<file path="src/rtl/session_hold_pkg.sv">
// Constants for the RF session hold timer and transmit failure counter
package session_hold_pkg;
   // Command codes of the two parameters
   localparam logic [7:0]  CMD_SESSION_HOLD_TIME = 8'h17;
   localparam logic [7:0]  CMD_TX_FAILURE_COUNT  = 8'h1B;
   // Reset values and counter limit
   localparam logic [7:0]  SESSION_HOLD_RESET    = 8'h00;
   localparam logic [15:0] TX_FAILURE_RESET      = 16'h0000;
   localparam logic [15:0] TX_FAILURE_MAX        = 16'hFFFF;
   // Byte counts returned on read
   localparam int          HOLD_BYTES            = 1;
   localparam int          FAIL_BYTES            = 2;
   // Timebase
   localparam int          CLK_PERIOD_PS         = 4000;
   localparam int          TICK_MS               = 100;
   localparam longint      TICK_CYCLES_L         =
      (longint'(TICK_MS) * 1000000000) / CLK_PERIOD_PS;
   localparam int          TICK_CYCLES           = int'(TICK_CYCLES_L);
   typedef enum logic [1:0] {
      S_CLOSED,
      S_OPEN,
      S_BLOCKED
   } session_state_t;
endpackage

</file>
<file path="src/rtl/rf_session_hold.sv">
// RF session hold timer with transmit failure counter
`timescale 1ns/100ps
module rf_session_hold
   import session_hold_pkg::*;
#(
   parameter int TICK_CYCLES_P = TICK_CYCLES
)
(
   // Clock and reset
   input  wire logic        clk,
   input  wire logic        srst,
   // Command interface
   input  wire logic        cmd_valid,
   input  wire logic        cmd_write,
   input  wire logic [7:0]  cmd_code,
   input  wire logic [7:0]  cmd_wdata,
   output logic             rsp_valid,
   output logic [15:0]      rsp_data,
   output logic [1:0]       rsp_bytes,
   output logic             rsp_error,
   // RF packet events
   input  wire logic        rf_tx_packet,
   input  wire logic        rf_rx_packet,
   input  wire logic        rf_rx_sync,
   input  wire logic        rf_interference,
   input  wire logic        tx_dropped,
   // Session status
   output logic             send_sync_info,
   output logic             session_open,
   output logic             channel_blocked,
   output logic             rx_accept
);
   import session_hold_pkg::*;

   // ==========================================================
   // Registers and combinational signals
   logic [7:0]      session_hold_time;
   logic [15:0]     tx_failure_count;
   session_state_t  state;
   logic [31:0]     sub_cnt;
   logic [7:0]      tick_cnt;
   logic            activity;
   logic            expired;
   logic            tick;
   logic            restart;

   function automatic logic is_cmd(input logic [7:0] code,
                                   input logic [7:0] want);
      return cmd_valid && (code == want);
   endfunction

   assign activity = rf_tx_packet | rf_rx_packet;
   assign tick     = (sub_cnt == 32'(TICK_CYCLES_P - 1));
   assign expired  = tick && (tick_cnt + 8'h01 >= session_hold_time);
   assign restart  = (state == S_CLOSED) || (activity && state == S_OPEN);

   // ==========================================================
   // Command port
   always_ff @(posedge clk)
   begin
      if (srst)
         session_hold_time <= SESSION_HOLD_RESET;
      else if (is_cmd(cmd_code, CMD_SESSION_HOLD_TIME) && cmd_write)
         session_hold_time <= cmd_wdata;
   end

   always_ff @(posedge clk)
   begin
      if (srst)
         rsp_valid <= 1'b0;
      else
         rsp_valid <= cmd_valid;
   end

   always_ff @(posedge clk)
   begin
      if (srst)
         rsp_data <= 16'h0000;
      else if (is_cmd(cmd_code, CMD_SESSION_HOLD_TIME))
         rsp_data <= {8'h00, cmd_write ? cmd_wdata : session_hold_time};
      else if (is_cmd(cmd_code, CMD_TX_FAILURE_COUNT))
         rsp_data <= tx_failure_count;
      else
         rsp_data <= 16'h0000;
   end

   always_ff @(posedge clk)
   begin
      if (srst)
         rsp_bytes <= 2'h0;
      else if (is_cmd(cmd_code, CMD_SESSION_HOLD_TIME))
         rsp_bytes <= 2'(HOLD_BYTES);
      else if (is_cmd(cmd_code, CMD_TX_FAILURE_COUNT))
         rsp_bytes <= 2'(FAIL_BYTES);
      else
         rsp_bytes <= 2'h0;
   end

   always_ff @(posedge clk)
   begin
      if (srst)
         rsp_error <= 1'b0;
      else if (is_cmd(cmd_code, CMD_SESSION_HOLD_TIME))
         rsp_error <= 1'b0;
      else if (is_cmd(cmd_code, CMD_TX_FAILURE_COUNT))
         rsp_error <= cmd_write;
      else
         rsp_error <= cmd_valid;
   end

   // ==========================================================
   // Failure counter
   always_ff @(posedge clk)
   begin
      if (srst)
         tx_failure_count <= TX_FAILURE_RESET;
      else if (tx_dropped && tx_failure_count != TX_FAILURE_MAX)
         tx_failure_count <= tx_failure_count + 16'h0001;
   end

   // ==========================================================
   // Hold timer
   always_ff @(posedge clk)
   begin
      if (srst || restart)
      begin
         sub_cnt  <= 32'h00000000;
         tick_cnt <= 8'h00;
      end
      else if (tick)
      begin
         sub_cnt  <= 32'h00000000;
         tick_cnt <= tick_cnt + 8'h01;
      end
      else
         sub_cnt <= sub_cnt + 32'h00000001;
   end

   // ==========================================================
   // Session state
   always_ff @(posedge clk)
   begin
      if (srst)
         state <= S_CLOSED;
      else
      begin
         unique case (state)
            S_CLOSED:
            begin
               if (activity && session_hold_time != 8'h00)
                  state <= S_OPEN;
            end
            S_OPEN:
            begin
               if (rf_interference)
                  state <= S_BLOCKED;
               else if (!activity && expired)
                  state <= S_CLOSED;
            end
            S_BLOCKED:
            begin
               if (expired)
                  state <= S_CLOSED;
            end
            default:
            begin
               state <= S_CLOSED;
            end
         endcase
      end
   end

   // ==========================================================
   // Status outputs
   always_ff @(posedge clk)
   begin
      if (srst)
         send_sync_info <= 1'b1;
      else
         send_sync_info <= (state == S_CLOSED);
   end

   always_ff @(posedge clk)
   begin
      if (srst)
         session_open <= 1'b0;
      else
         session_open <= (state == S_OPEN);
   end

   always_ff @(posedge clk)
   begin
      if (srst)
         channel_blocked <= 1'b0;
      else
         channel_blocked <= (state == S_BLOCKED);
   end

   always_ff @(posedge clk)
   begin
      if (srst)
         rx_accept <= 1'b0;
      else
         rx_accept <= rf_rx_packet && state != S_BLOCKED
                      && (rf_rx_sync || state == S_OPEN);
   end
endmodule

</file>
<file path="config.mk">
export PLATFORM = sky130hd
export DESIGN_NAME = rf_session_hold
export DESIGN_NICKNAME = d
export VERILOG_FILES = /design/src/rtl/session_hold_pkg.sv /design/src/rtl/rf_session_hold.sv
export SDC_FILE = /design/constraint.sdc
export NUM_CORES = 1
export LEC_CHECK = 0
export BUFFER_PORTS_ARGS = -buffer_cell sky130_fd_sc_hd__buf_2
export CORE_AREA = 2 2 103 95
export CTS_BUF_LIST = sky130_fd_sc_hd__clkbuf_8
export CTS_CLUSTER_DIAMETER = 60
export DETAILED_ROUTE_END_ITERATION = 16
export DIE_AREA = 0 0 105 97
export HOLD_SLACK_MARGIN = 0.1
export RECOVER_POWER = 100
export SYNTH_ARGS = -nofsm -noshare
export SYNTH_HDL_FRONTEND = slang
export SYNTH_SLANG_ARGS = --single-unit
</file>
<file path="constraint.sdc">
create_clock -name clk -period 6.7 [get_ports clk]
set_clock_uncertainty 0.2 [all_clocks]
set_input_delay 1.34 -clock clk [delete_from_list [all_inputs] [get_ports clk]]
set_output_delay 1.34 -clock clk [all_outputs]
set_load 0.02 [all_outputs]
</file>
==> results of run 1 <==
[synth_stat cells, types with 2 or more instances]
| library cell | n | share of area |
|---|---|---|
| a21oi_1 | 14 | 0.018 |
| or2_2 | 3 | 0.0047 |
| nor3_1 | 14 | 0.018 |
| nand4_1 | 11 | 0.017 |
| xor2_1 | 11 | 0.024 |
| nor2_1 | 67 | 0.063 |
| dfxtp_1 | 90 | 0.45 |
| or4_1 | 3 | 0.0057 |
| nor4_1 | 17 | 0.027 |
| mux2i_1 | 2 | 0.0050 |
| nor2b_1 | 2 | 0.0031 |
| and4b_1 | 2 | 0.0050 |
| nand3_1 | 23 | 0.029 |
| and3_1 | 16 | 0.025 |
| xnor2_1 | 37 | 0.081 |
| inv_1 | 20 | 0.019 |
| and2_1 | 4 | 0.0063 |
| ha_1 | 11 | 0.035 |
| a222oi_1 | 8 | 0.020 |
| o21ai_0 | 8 | 0.010 |
| a211oi_1 | 6 | 0.011 |
| clkbuf_1 | 16 | 0.015 |
| nand2_1 | 39 | 0.037 |
| or3_1 | 2 | 0.0031 |
| and4_1 | 4 | 0.0088 |
| a2111oi_0 | 2 | 0.0044 |
| a22o_1 | 8 | 0.018 |
[metrics by stage]
| stage | hold slack (ns) | instance area, um2 | utilization | instances | power, mW |
|---|---|---|---|---|---|
| after floorplan | 0.257 | 3980 | - | 455 | 0.563 |
| after global placement | 0.271 | 4310 | 0.479 | 608 | 0.575 |
| after detailed placement | 0.283 | 4310 | 0.479 | 608 | 0.576 |
| after CTS | 0.297 | 4490 | 0.499 | 624 | 0.919 |
| after global routing | 0.326 | 4460 | 0.496 | 624 | 0.949 |
| final | 0.295 | 4460 | 0.496 | 624 | 0.908 |
[where the power goes]
part           internal (mW)  switching [mW]  leakage (nW)  total [mW]
registers              0.537         0.00282         0.726       0.540
clock network          0.141           0.204        0.0884       0.345
logic                0.00932          0.0139         0.674      0.0232
[kinds of logic after synthesis]
kind of cell,after synthesis,synth area share
and+or+nand+nor,215,0.273
DFF,90,0.453
AOI/OAI and AO/OA,51,0.0915
xor gates and xnor gates,48,0.106
buffers and inverters,37,0.0352
adders and majority gates,12,0.0371
muxes,2,0.00503
[worst register-to-register path, delay by kind of cell, from the launching register on]
kind,cells,cell delay [ns]
simple gates,5,2.05
flops,1,0.45
[layer usage]
metal | up-vias | wire [um] | global-route usage
met5 | - | 0 | 0
met2 | 71 | 3420 | 0.235
met3 | 2 | 409 | 0.0431
met4 | 0 | 33 | 0.0369
li1 | 1688 | - | -
met1 | 1504 | 4210 | 0.241
[registers in the layout (all words and copies together) (netlist names), 2 cells and up]
register,cells
rsp_bytes,2
rsp_data,16
session_hold_time,8
state,2
sub_cnt,32
tick_cnt,8
tx_failure_count,16
[worst max-delay path by stage]
stage	startpoint	end	depth (start not counted)
6_report	srst	sub_cnt[15]	4
5_1_grt	srst	sub_cnt[6]	4
4_1_cts	srst	sub_cnt[15]	4
3_5_place_dp	srst	sub_cnt[25]	4
3_3_place_gp	srst	sub_cnt[11]	4
2_1_floorplan	cmd_code[5]	rsp_data[1]	7
[cell type report]
| type | instances | area share |
|---|---|---|
| clock inverters | 7 | 0.0137 |
| flip-flops and latches | 90 | 0.404 |
| multi-input cells | 328 | 0.457 |
| well taps | 122 | 0.0342 |
| repair buffers | 48 | 0.0468 |
| inverters | 20 | 0.0168 |
| clock buffers | 9 | 0.0278 |
==> impl_metrics.tcl, run 1 <==
set metrics [dict create \
    ff_latch_area_um2 1800 \
    layout_common_cells "dfxtp_1, nor2_1, nand2_1" \
    cts_sinks 90 \
    grt_remaining_overflow 0 \
    syn_area_um2 3980 \
    endpoint_kind "flop" \
    start_util 0.442 \
    die_h_um 97 \
    die_w_um 105 \
    rr_endpoint "sub_cnt[15]" \
    worstHoldStart "sub_cnt[31]" \
    ir_worst_vdd_uv 105 \
    async_flop_share 0 \
    crit_type "primary input to flop" \
    cp_slowest_cell "clkbuf_1" \
    synth-edff-count 0 \
    ys.warnings.count 0 \
    max_stage_delay_ns 1.13 \
    fin_crit_ns 3.56 \
    final_antenna_net_count 0 \
    syn_inst 455 \
    critical_path.cell_chain "clkbuf_1, nor2_1, nand2_1, nor2_1" \
    cp_max_fo 39 \
    cts_buffers 9 \
    synthesis.nets 491 \
    final_common_cell "dfxtp_1" \
    cap_viol_max_count 1 \
    core_region_area_um2 9000 \
    cts_buffer_depth 2 \
    crit_buf_inv 1 \
    critPathArrivalTime_ns 3.56 \
    area_growth_pct 12.1 \
    fmax_ghz 0.281 \
    cp_top_family "buffers and inverters" \
    multiInputGateArea_um2 2040 \
    grt_usage 0.162 \
    rsz0062_at_grt "false" \
    setup_viol 0 \
    routed_wl_mm 8.07 \
    fillCellCount 930 \
    finalHoldViolations 0 \
    grt_pass1_wl_mm 13.6 \
    leakage_nw 1.49 \
    routed-via-count 3265 \
    cts_htree_levels 3 \
    wl_per_cell_um 12.9 \
    dr.pass1.iters 4 \
    crit_path_start_kind "primary input" \
    reg2reg_depth 5 \
    io_buffers 48 \
    setup_tns_ns 0 \
    cts_resized 0 \
    status "finished, violations left" \
    ys_dominant_reg_cell "dfxtp_1" \
    ys_seq_area_frac 0.453 \
    cts_setup_buffers 0 \
    slew_headroom -0.0719 \
    cpMostUsedCell "nor2_1" \
    grt_pass1_vias 2954 \
    violations "max-capacitance violations, max-slew violations" \
    hpwlAfterDp_mm 5.79 \
    antenna_found_initial 0 \
    grt_max_degree 40 \
    r2r_slack_ns 3.85 \
    ios 49 \
    placement_rows 33 \
    holdPathEnd "sub_cnt[31]" \
    cts_root_buf "clkbuf_8" \
    first_iter_violations 138 \
    drc 0 \
    drv_slew 40 \
    hold_class "flop to flop" \
    drive_gt1_frac 0.0896 \
    post-place-ws_ns 3.41 \
    avgViaCountPerCell 5.23 \
    clock_latency_ns 0.35 \
    required_ns 6.70 \
    cts_tree "done" \
    fin_crit_sh 0.531 \
    n_antenna_cell 0 \
    gp_congestion 0.812 \
    syn_avg_cell_area_um2 8.75 \
    hold_depth 2 \
    r2r-start "sub_cnt[12]" \
    fin_ws_ns 3.14 \
    postCtsHoldBufs 0 \
    synth.distinct_cells 42 \
    ys_ff_latch 90 \
    clk_pin_slew_ns 0.09 \
    dieArea_um2 10200 \
    worst_slew_pin_slew_ns 1.61 \
    power_density_nw_per_um2 203 \
    nNetsFinal 533 \
]
Power figures use the tool's default switching activity.
==> inputs of run 2 (changes only) <==
Settings changed: ABC_AREA set to 1, CORE_AREA 2 2 103 95 to 2 2 108 100, DIE_AREA 0 0 105 97 to 0 0 110 102.
Clock period 6.7 ns to 3.3 ns, I/O delays scaled along.
==> run 2 against run 1 <==
The run now ends clean; clock power rose by 140%; synthesized cell count rose by 40%; critical path depth rose by 6; setup slack got worse by 2.4 ns; non-clock buffer count rose by 2; power rose by 120%; via count rose by 23%; sequential power rose by 100%; sequential share of layout area fell by 3.9 points; global-route usage rose by 3.4 points; area after synthesis rose by 12%; critical path type is now flop to flop; largest cell class unchanged.
==> impl_metrics.tcl, run 2 <==
set metrics [dict create \
    first_iter_violations 211 \
    n_antenna_cell 0 \
    dieArea_um2 11200 \
    cts_root_buf "clkbuf_8" \
    status "completed" \
    ys_dominant_reg_cell "dfxtp_1" \
    fmax_ghz 0.392 \
    power_density_nw_per_um2 404 \
    synth.largest_area_cell "dfxtp_1" \
    syn_avg_cell_area_um2 6.96 \
    ios 49 \
    cts_resized 0 \
    fin_crit_sh 0.773 \
    final_antenna_net_count 0 \
    grt_pass1_wl_mm 17.5 \
    cts_buffer_depth 2 \
    layoutNonFillerInstCount 824 \
    ys_seq_area_frac 0.405 \
    drc 0 \
    critPathArrivalTime_ns 2.60 \
    critical_path.cell_chain "ha_1, nand3_1, nor2_1, nand3b_2, nand2_2, nand2_1, clkinv_2, o21ai_0, nand2_1, nor2_1" \
    placed_area_um2 4810 \
    cp_max_fo 17 \
    synthTopCellsByCount "nand2_1, nor2_1, dfxtp_1" \
    fin_util 0.492 \
    leakage_nw 1.86 \
    cp_slowest_cell "dfxtp_1" \
    drv_slew 0 \
    finalHoldViolations 0 \
    post-place-cells 808 \
    nNetsFinal 726 \
    antenna_found_initial 0 \
    clock_latency_ns 0.35 \
    hold_class "flop to flop" \
    syn_area_um2 4450 \
    syn_inst 639 \
    ir_worst_vdd_uv 229 \
    rsz0062_at_grt "false" \
    synth_most_common_cell "nand2_1" \
    cts_buffers 9 \
    setup_tns_ns 0 \
    cts_sinks 90 \
    drive_gt1_frac 0.0849 \
    worst_slew_pin_slew_ns 1.16 \
    endpoint_kind "flop" \
    synth.distinct_cells 38 \
    cts_tree "done" \
    crit_type "flop to flop" \
    required_ns 3.35 \
    slew_headroom 0.226 \
    grt_max_degree 29 \
    grt_usage 0.196 \
    top_register "sub_cnt" \
    postCtsHoldBufs 0 \
    clk_pin_slew_ns 0.09 \
    top_regs "sub_cnt x32, rsp_data x16, tx_failure_count x16" \
    avgViaCountPerCell 4.89 \
    crit_path_start_kind "flop" \
    ys.warnings.count 0 \
    final_common_cell "nand2_1" \
    layout_common_cells "nand2_1, nor2_1, dfxtp_1" \
    placement_rows 35 \
    cp_top_family "simple AND/OR/NAND/NOR gates" \
    ys_top_cells_by_area "dfxtp_1, nand2_1, nor2_1" \
    grt_remaining_overflow 0 \
    core_region_area_um2 10000 \
    gp_congestion 0.875 \
    fillCellCount 1047 \
    routed-via-count 4027 \
    cap_viol_max_count 0 \
    synthesis.nets 675 \
    synth.top_cell.area_share 0.405 \
    synth-edff-count 0 \
    ys_ff_latch 90 \
    design_area_um2 4940 \
    async_flop_share 0 \
    die_w_um 110 \
    largest_reg_flops 32 \
    area_growth_pct 11.0 \
    io_buffers 48 \
    start_util 0.444 \
    cts_htree_levels 3 \
    die_h_um 102 \
    grt_pass1_vias 3896 \
    fin_crit_ns 2.55 \
    hpwlAfterDp_mm 7.86 \
    setup_viol 0 \
    cts_setup_buffers 0 \
    routed_wl_mm 10.3 \
    dr.pass1.iters 5 \
    crit_buf_inv 1 \
    wl_per_cell_um 12.5 \
    max_stage_delay_ns 0.44 \
]
run 2: changes by cell type after synthesis, sizes merged, moves of 15 or more:
cell	delta
nand2	+140
inv	+56
nor2	+33
nor4	-15
xnor2	-28
a21oi	+29
run 2: logic make-up (layout without fill, tap and decap cells):
group / after synthesis / count (layout) / share of synthesized area
buf+inv: 87 / 143 / 0.0785
compound gates: 61 / 61 / 0.0759
simple gates: 367 / 367 / 0.364
fa+ha+maj: 11 / 11 / 0.0309
xor+xnor: 23 / 23 / 0.0453
flops: 90 / 90 / 0.405
run 2: routing by layer:
| metal | global-route usage | vias to the layer above | part of all wire |
|---|---|---|---|
| li1 | - | 2129 | - |
| met1 | 0.277 | 1816 | 0.51 |
| met2 | 0.303 | 71 | 0.44 |
| met3 | 0.0351 | 11 | 0.043 |
| met4 | 0.0672 | 0 | 0.014 |
| met5 | 0 | - | 0 |
run 2: where the power goes:
part	total [mW]	switching, mW	internal (mW)	leakage (nW)
clock	0.842	0.408	0.433	0.111
sequential	1.10	0.00589	1.09	0.726
combinational	0.0550	0.0360	0.0191	1.02
run 2: final timing paths:
kind	from	endpoint	slack [ns]	cells past startpoint
setup / recovery	tx_failure_count[0]	tx_failure_count[3]	0.75	10
setup reg to reg	tx_failure_count[0]	tx_failure_count[3]	0.75	10
hold reg to reg	sub_cnt[0]	sub_cnt[0]	0.26	1
hold / removal	sub_cnt[0]	sub_cnt[0]	0.26	1
run 2: layout make-up:
cell class	instances	area [um2]	share of cell area
clock buffers	9	124	0.0251
inverters	77	290	0.0588
clock inverters	7	98.8	0.0200
well taps	129	161	0.0327
multi-input cells	462	2240	0.454
repair buffers	50	220	0.0446
flip-flops and latches	90	1800	0.365
run 2: metrics by stage:
| step | worst slack (ns) | power (mW) | hold slack, ns |
|---|---|---|---|
| 2_1_floorplan | 1.19 | 1.16 | 0.217 |
| 3_3_place_gp | 0.989 | 1.18 | 0.231 |
| 3_5_place_dp | 0.954 | 1.18 | 0.244 |
| 4_1_cts | 0.976 | 2.02 | 0.259 |
| 5_1_grt | 0.469 | 2.07 | 0.307 |
| 6_report | 0.751 | 1.99 | 0.257 |
==> inputs of run 3 (changes only) <==
Clock period 3.3 ns to 2.6 ns, I/O delays scaled along.
==> run 3 against run 2 <==
Setup slack worse by 0.48 ns; combinational power grew 36%; clock-buffer cell count grew 2; die area is the same; sequential share of layout area is 0.15 points lower; global-route usage increased by 0.36 points; critical endpoint is now state[0]; largest cell class unchanged.
==> impl_metrics.tcl, run 3 (same netlist as run 2, synthesis figures left out) <==
set metrics [dict create \
    post-place-ws_ns 0.310 \
    power_density_nw_per_um2 491 \
    final_antenna_net_count 0 \
    leakage_nw 1.88 \
    cts_root_buf "clkbuf_8" \
    hold_class "primary input to flop" \
    post-place-cells 810 \
    design_area_um2 4960 \
    antenna_found_initial 0 \
    layoutNonFillerInstCount 826 \
    die_w_um 110 \
    largest_reg_flops 32 \
    cp_max_fo 5 \
    finalHoldViolations 0 \
    grt_max_degree 25 \
    first_iter_violations 189 \
    fillCellCount 1059 \
    avgViaCountPerCell 4.90 \
    dr.pass1.iters 4 \
    rsz0062_at_grt "false" \
    hpwlAfterDp_mm 7.71 \
    grt_remaining_overflow 0 \
    max_stage_delay_ns 0.40 \
    dieArea_um2 11200 \
    finalHoldWorstSlack_ns 0.212 \
    ios 49 \
    cts_tree "done" \
    placed_area_um2 4830 \
    cp_slowest_cell "dfxtp_1" \
    fin_util 0.494 \
    routed-via-count 4048 \
    fin_crit_ns 2.33 \
    cts_buffer_depth 2 \
    clock_latency_ns 0.38 \
    final_common_cell "nand2_1" \
    n_antenna_cell 0 \
    core_region_area_um2 10000 \
    wl_per_cell_um 12.4 \
    grt_pass1_wl_mm 17.5 \
    io_buffers 48 \
    drv_slew 0 \
    gp_congestion 0.849 \
    finalPower_mw 2.43 \
    grt_pass1_vias 3877 \
    ir_worst_vdd_uv 412 \
    clk_pin_slew_ns 0.08 \
    required_ns 2.68 \
    placement_rows 35 \
    fin_crit_sh 0.895 \
    routed_wl_mm 10.3 \
    reg2reg_depth 13 \
    hold_depth 3 \
    cts_buffers 9 \
    crit_start "tick_cnt[0]" \
    cts_resized 0 \
    worst_slew_pin_slew_ns 0.541 \
    endpoint_kind "flop" \
    cpMostUsedCell "nand2_1" \
    layout_common_cells "nand2_1, nor2_1, dfxtp_1" \
    setup_viol 0 \
    grt_usage 0.200 \
    r2r-start "tick_cnt[0]" \
    cap_viol_max_count 0 \
    top_register "sub_cnt" \
    critPathArrivalTime_ns 2.40 \
    die_h_um 102 \
    setup_tns_ns 0 \
    cts_setup_buffers 0 \
    crit_type "flop to flop" \
    nNetsFinal 728 \
    drc 0 \
    status "completed" \
    critical_path.cell_chain "ha_1, nand3_1, nand3b_1, xnor2_1, ha_1, nand2_1, o21a_1, nand2_1, nand3_1, nand2_1, nand3_1, nand2_1, inv_1" \
    fin_ws_ns 0.274 \
    top_regs "sub_cnt x32, rsp_data x16, tx_failure_count x16" \
    drive_gt1_frac 0.0904 \
    cts_sinks 90 \
    fmax_ghz 0.430 \
    cts_htree_levels 3 \
    postCtsHoldBufs 0 \
    start_util 0.444 \
    worstHoldStart "cmd_valid" \
    area_growth_pct 11.4 \
    slew_headroom 0.638 \
    crit_path_start_kind "flop" \
]
-- run 3: changes by cell type in the layout (fill, tap and decap cells not counted), sizes merged --
cell / previous run / this run
clkbuf: 35 / 36
bufinv: 2 / 1
clkinvlp: 1 / 0
buf: 24 / 27
-- run 3: per-layer routing --
metal | wire length (um) | track usage
met1 | 5150 | 0.269
met2 | 4540 | 0.314
met3 | 425 | 0.0478
met4 | 151 | 0.0701
met5 | 0 | 0
-- run 3: worst max-delay path: cells and delay by family (launching register included) --
family	cells	cell delay (ns)
flops	1	0.40
buf+inv	1	0.04
xor+xnor	1	0.16
compound gates	1	0.18
fa+ha+maj	2	0.50
simple gates	8	0.74
-- run 3: final timing paths --
| kind | to | slack [ns] |
|---|---|---|
| max | state[0] | 0.27 |
| min | rsp_valid | 0.21 |
| max reg2reg | state[0] | 0.27 |
| min reg2reg | sub_cnt[0] | 0.24 |
-- run 3: power by group --
group	leakage [nW]	switching [mW]	internal [mW]
combinational	1.05	0.0477	0.0269
clock	0.113	0.482	0.485
sequential	0.726	0.00720	1.38
total	1.88	0.537	1.90
-- run 3: area by class of cell --
type                    instances  area (um2)  area share
clock buffers                  11         151      0.0305
clock inverters                 5        46.3     0.00934
inverters                      77         290      0.0586
multi-input cells             462        2250       0.455
flip-flops and latches         90        1800       0.364
well taps                     129         161      0.0326
repair buffers                 52         251      0.0507
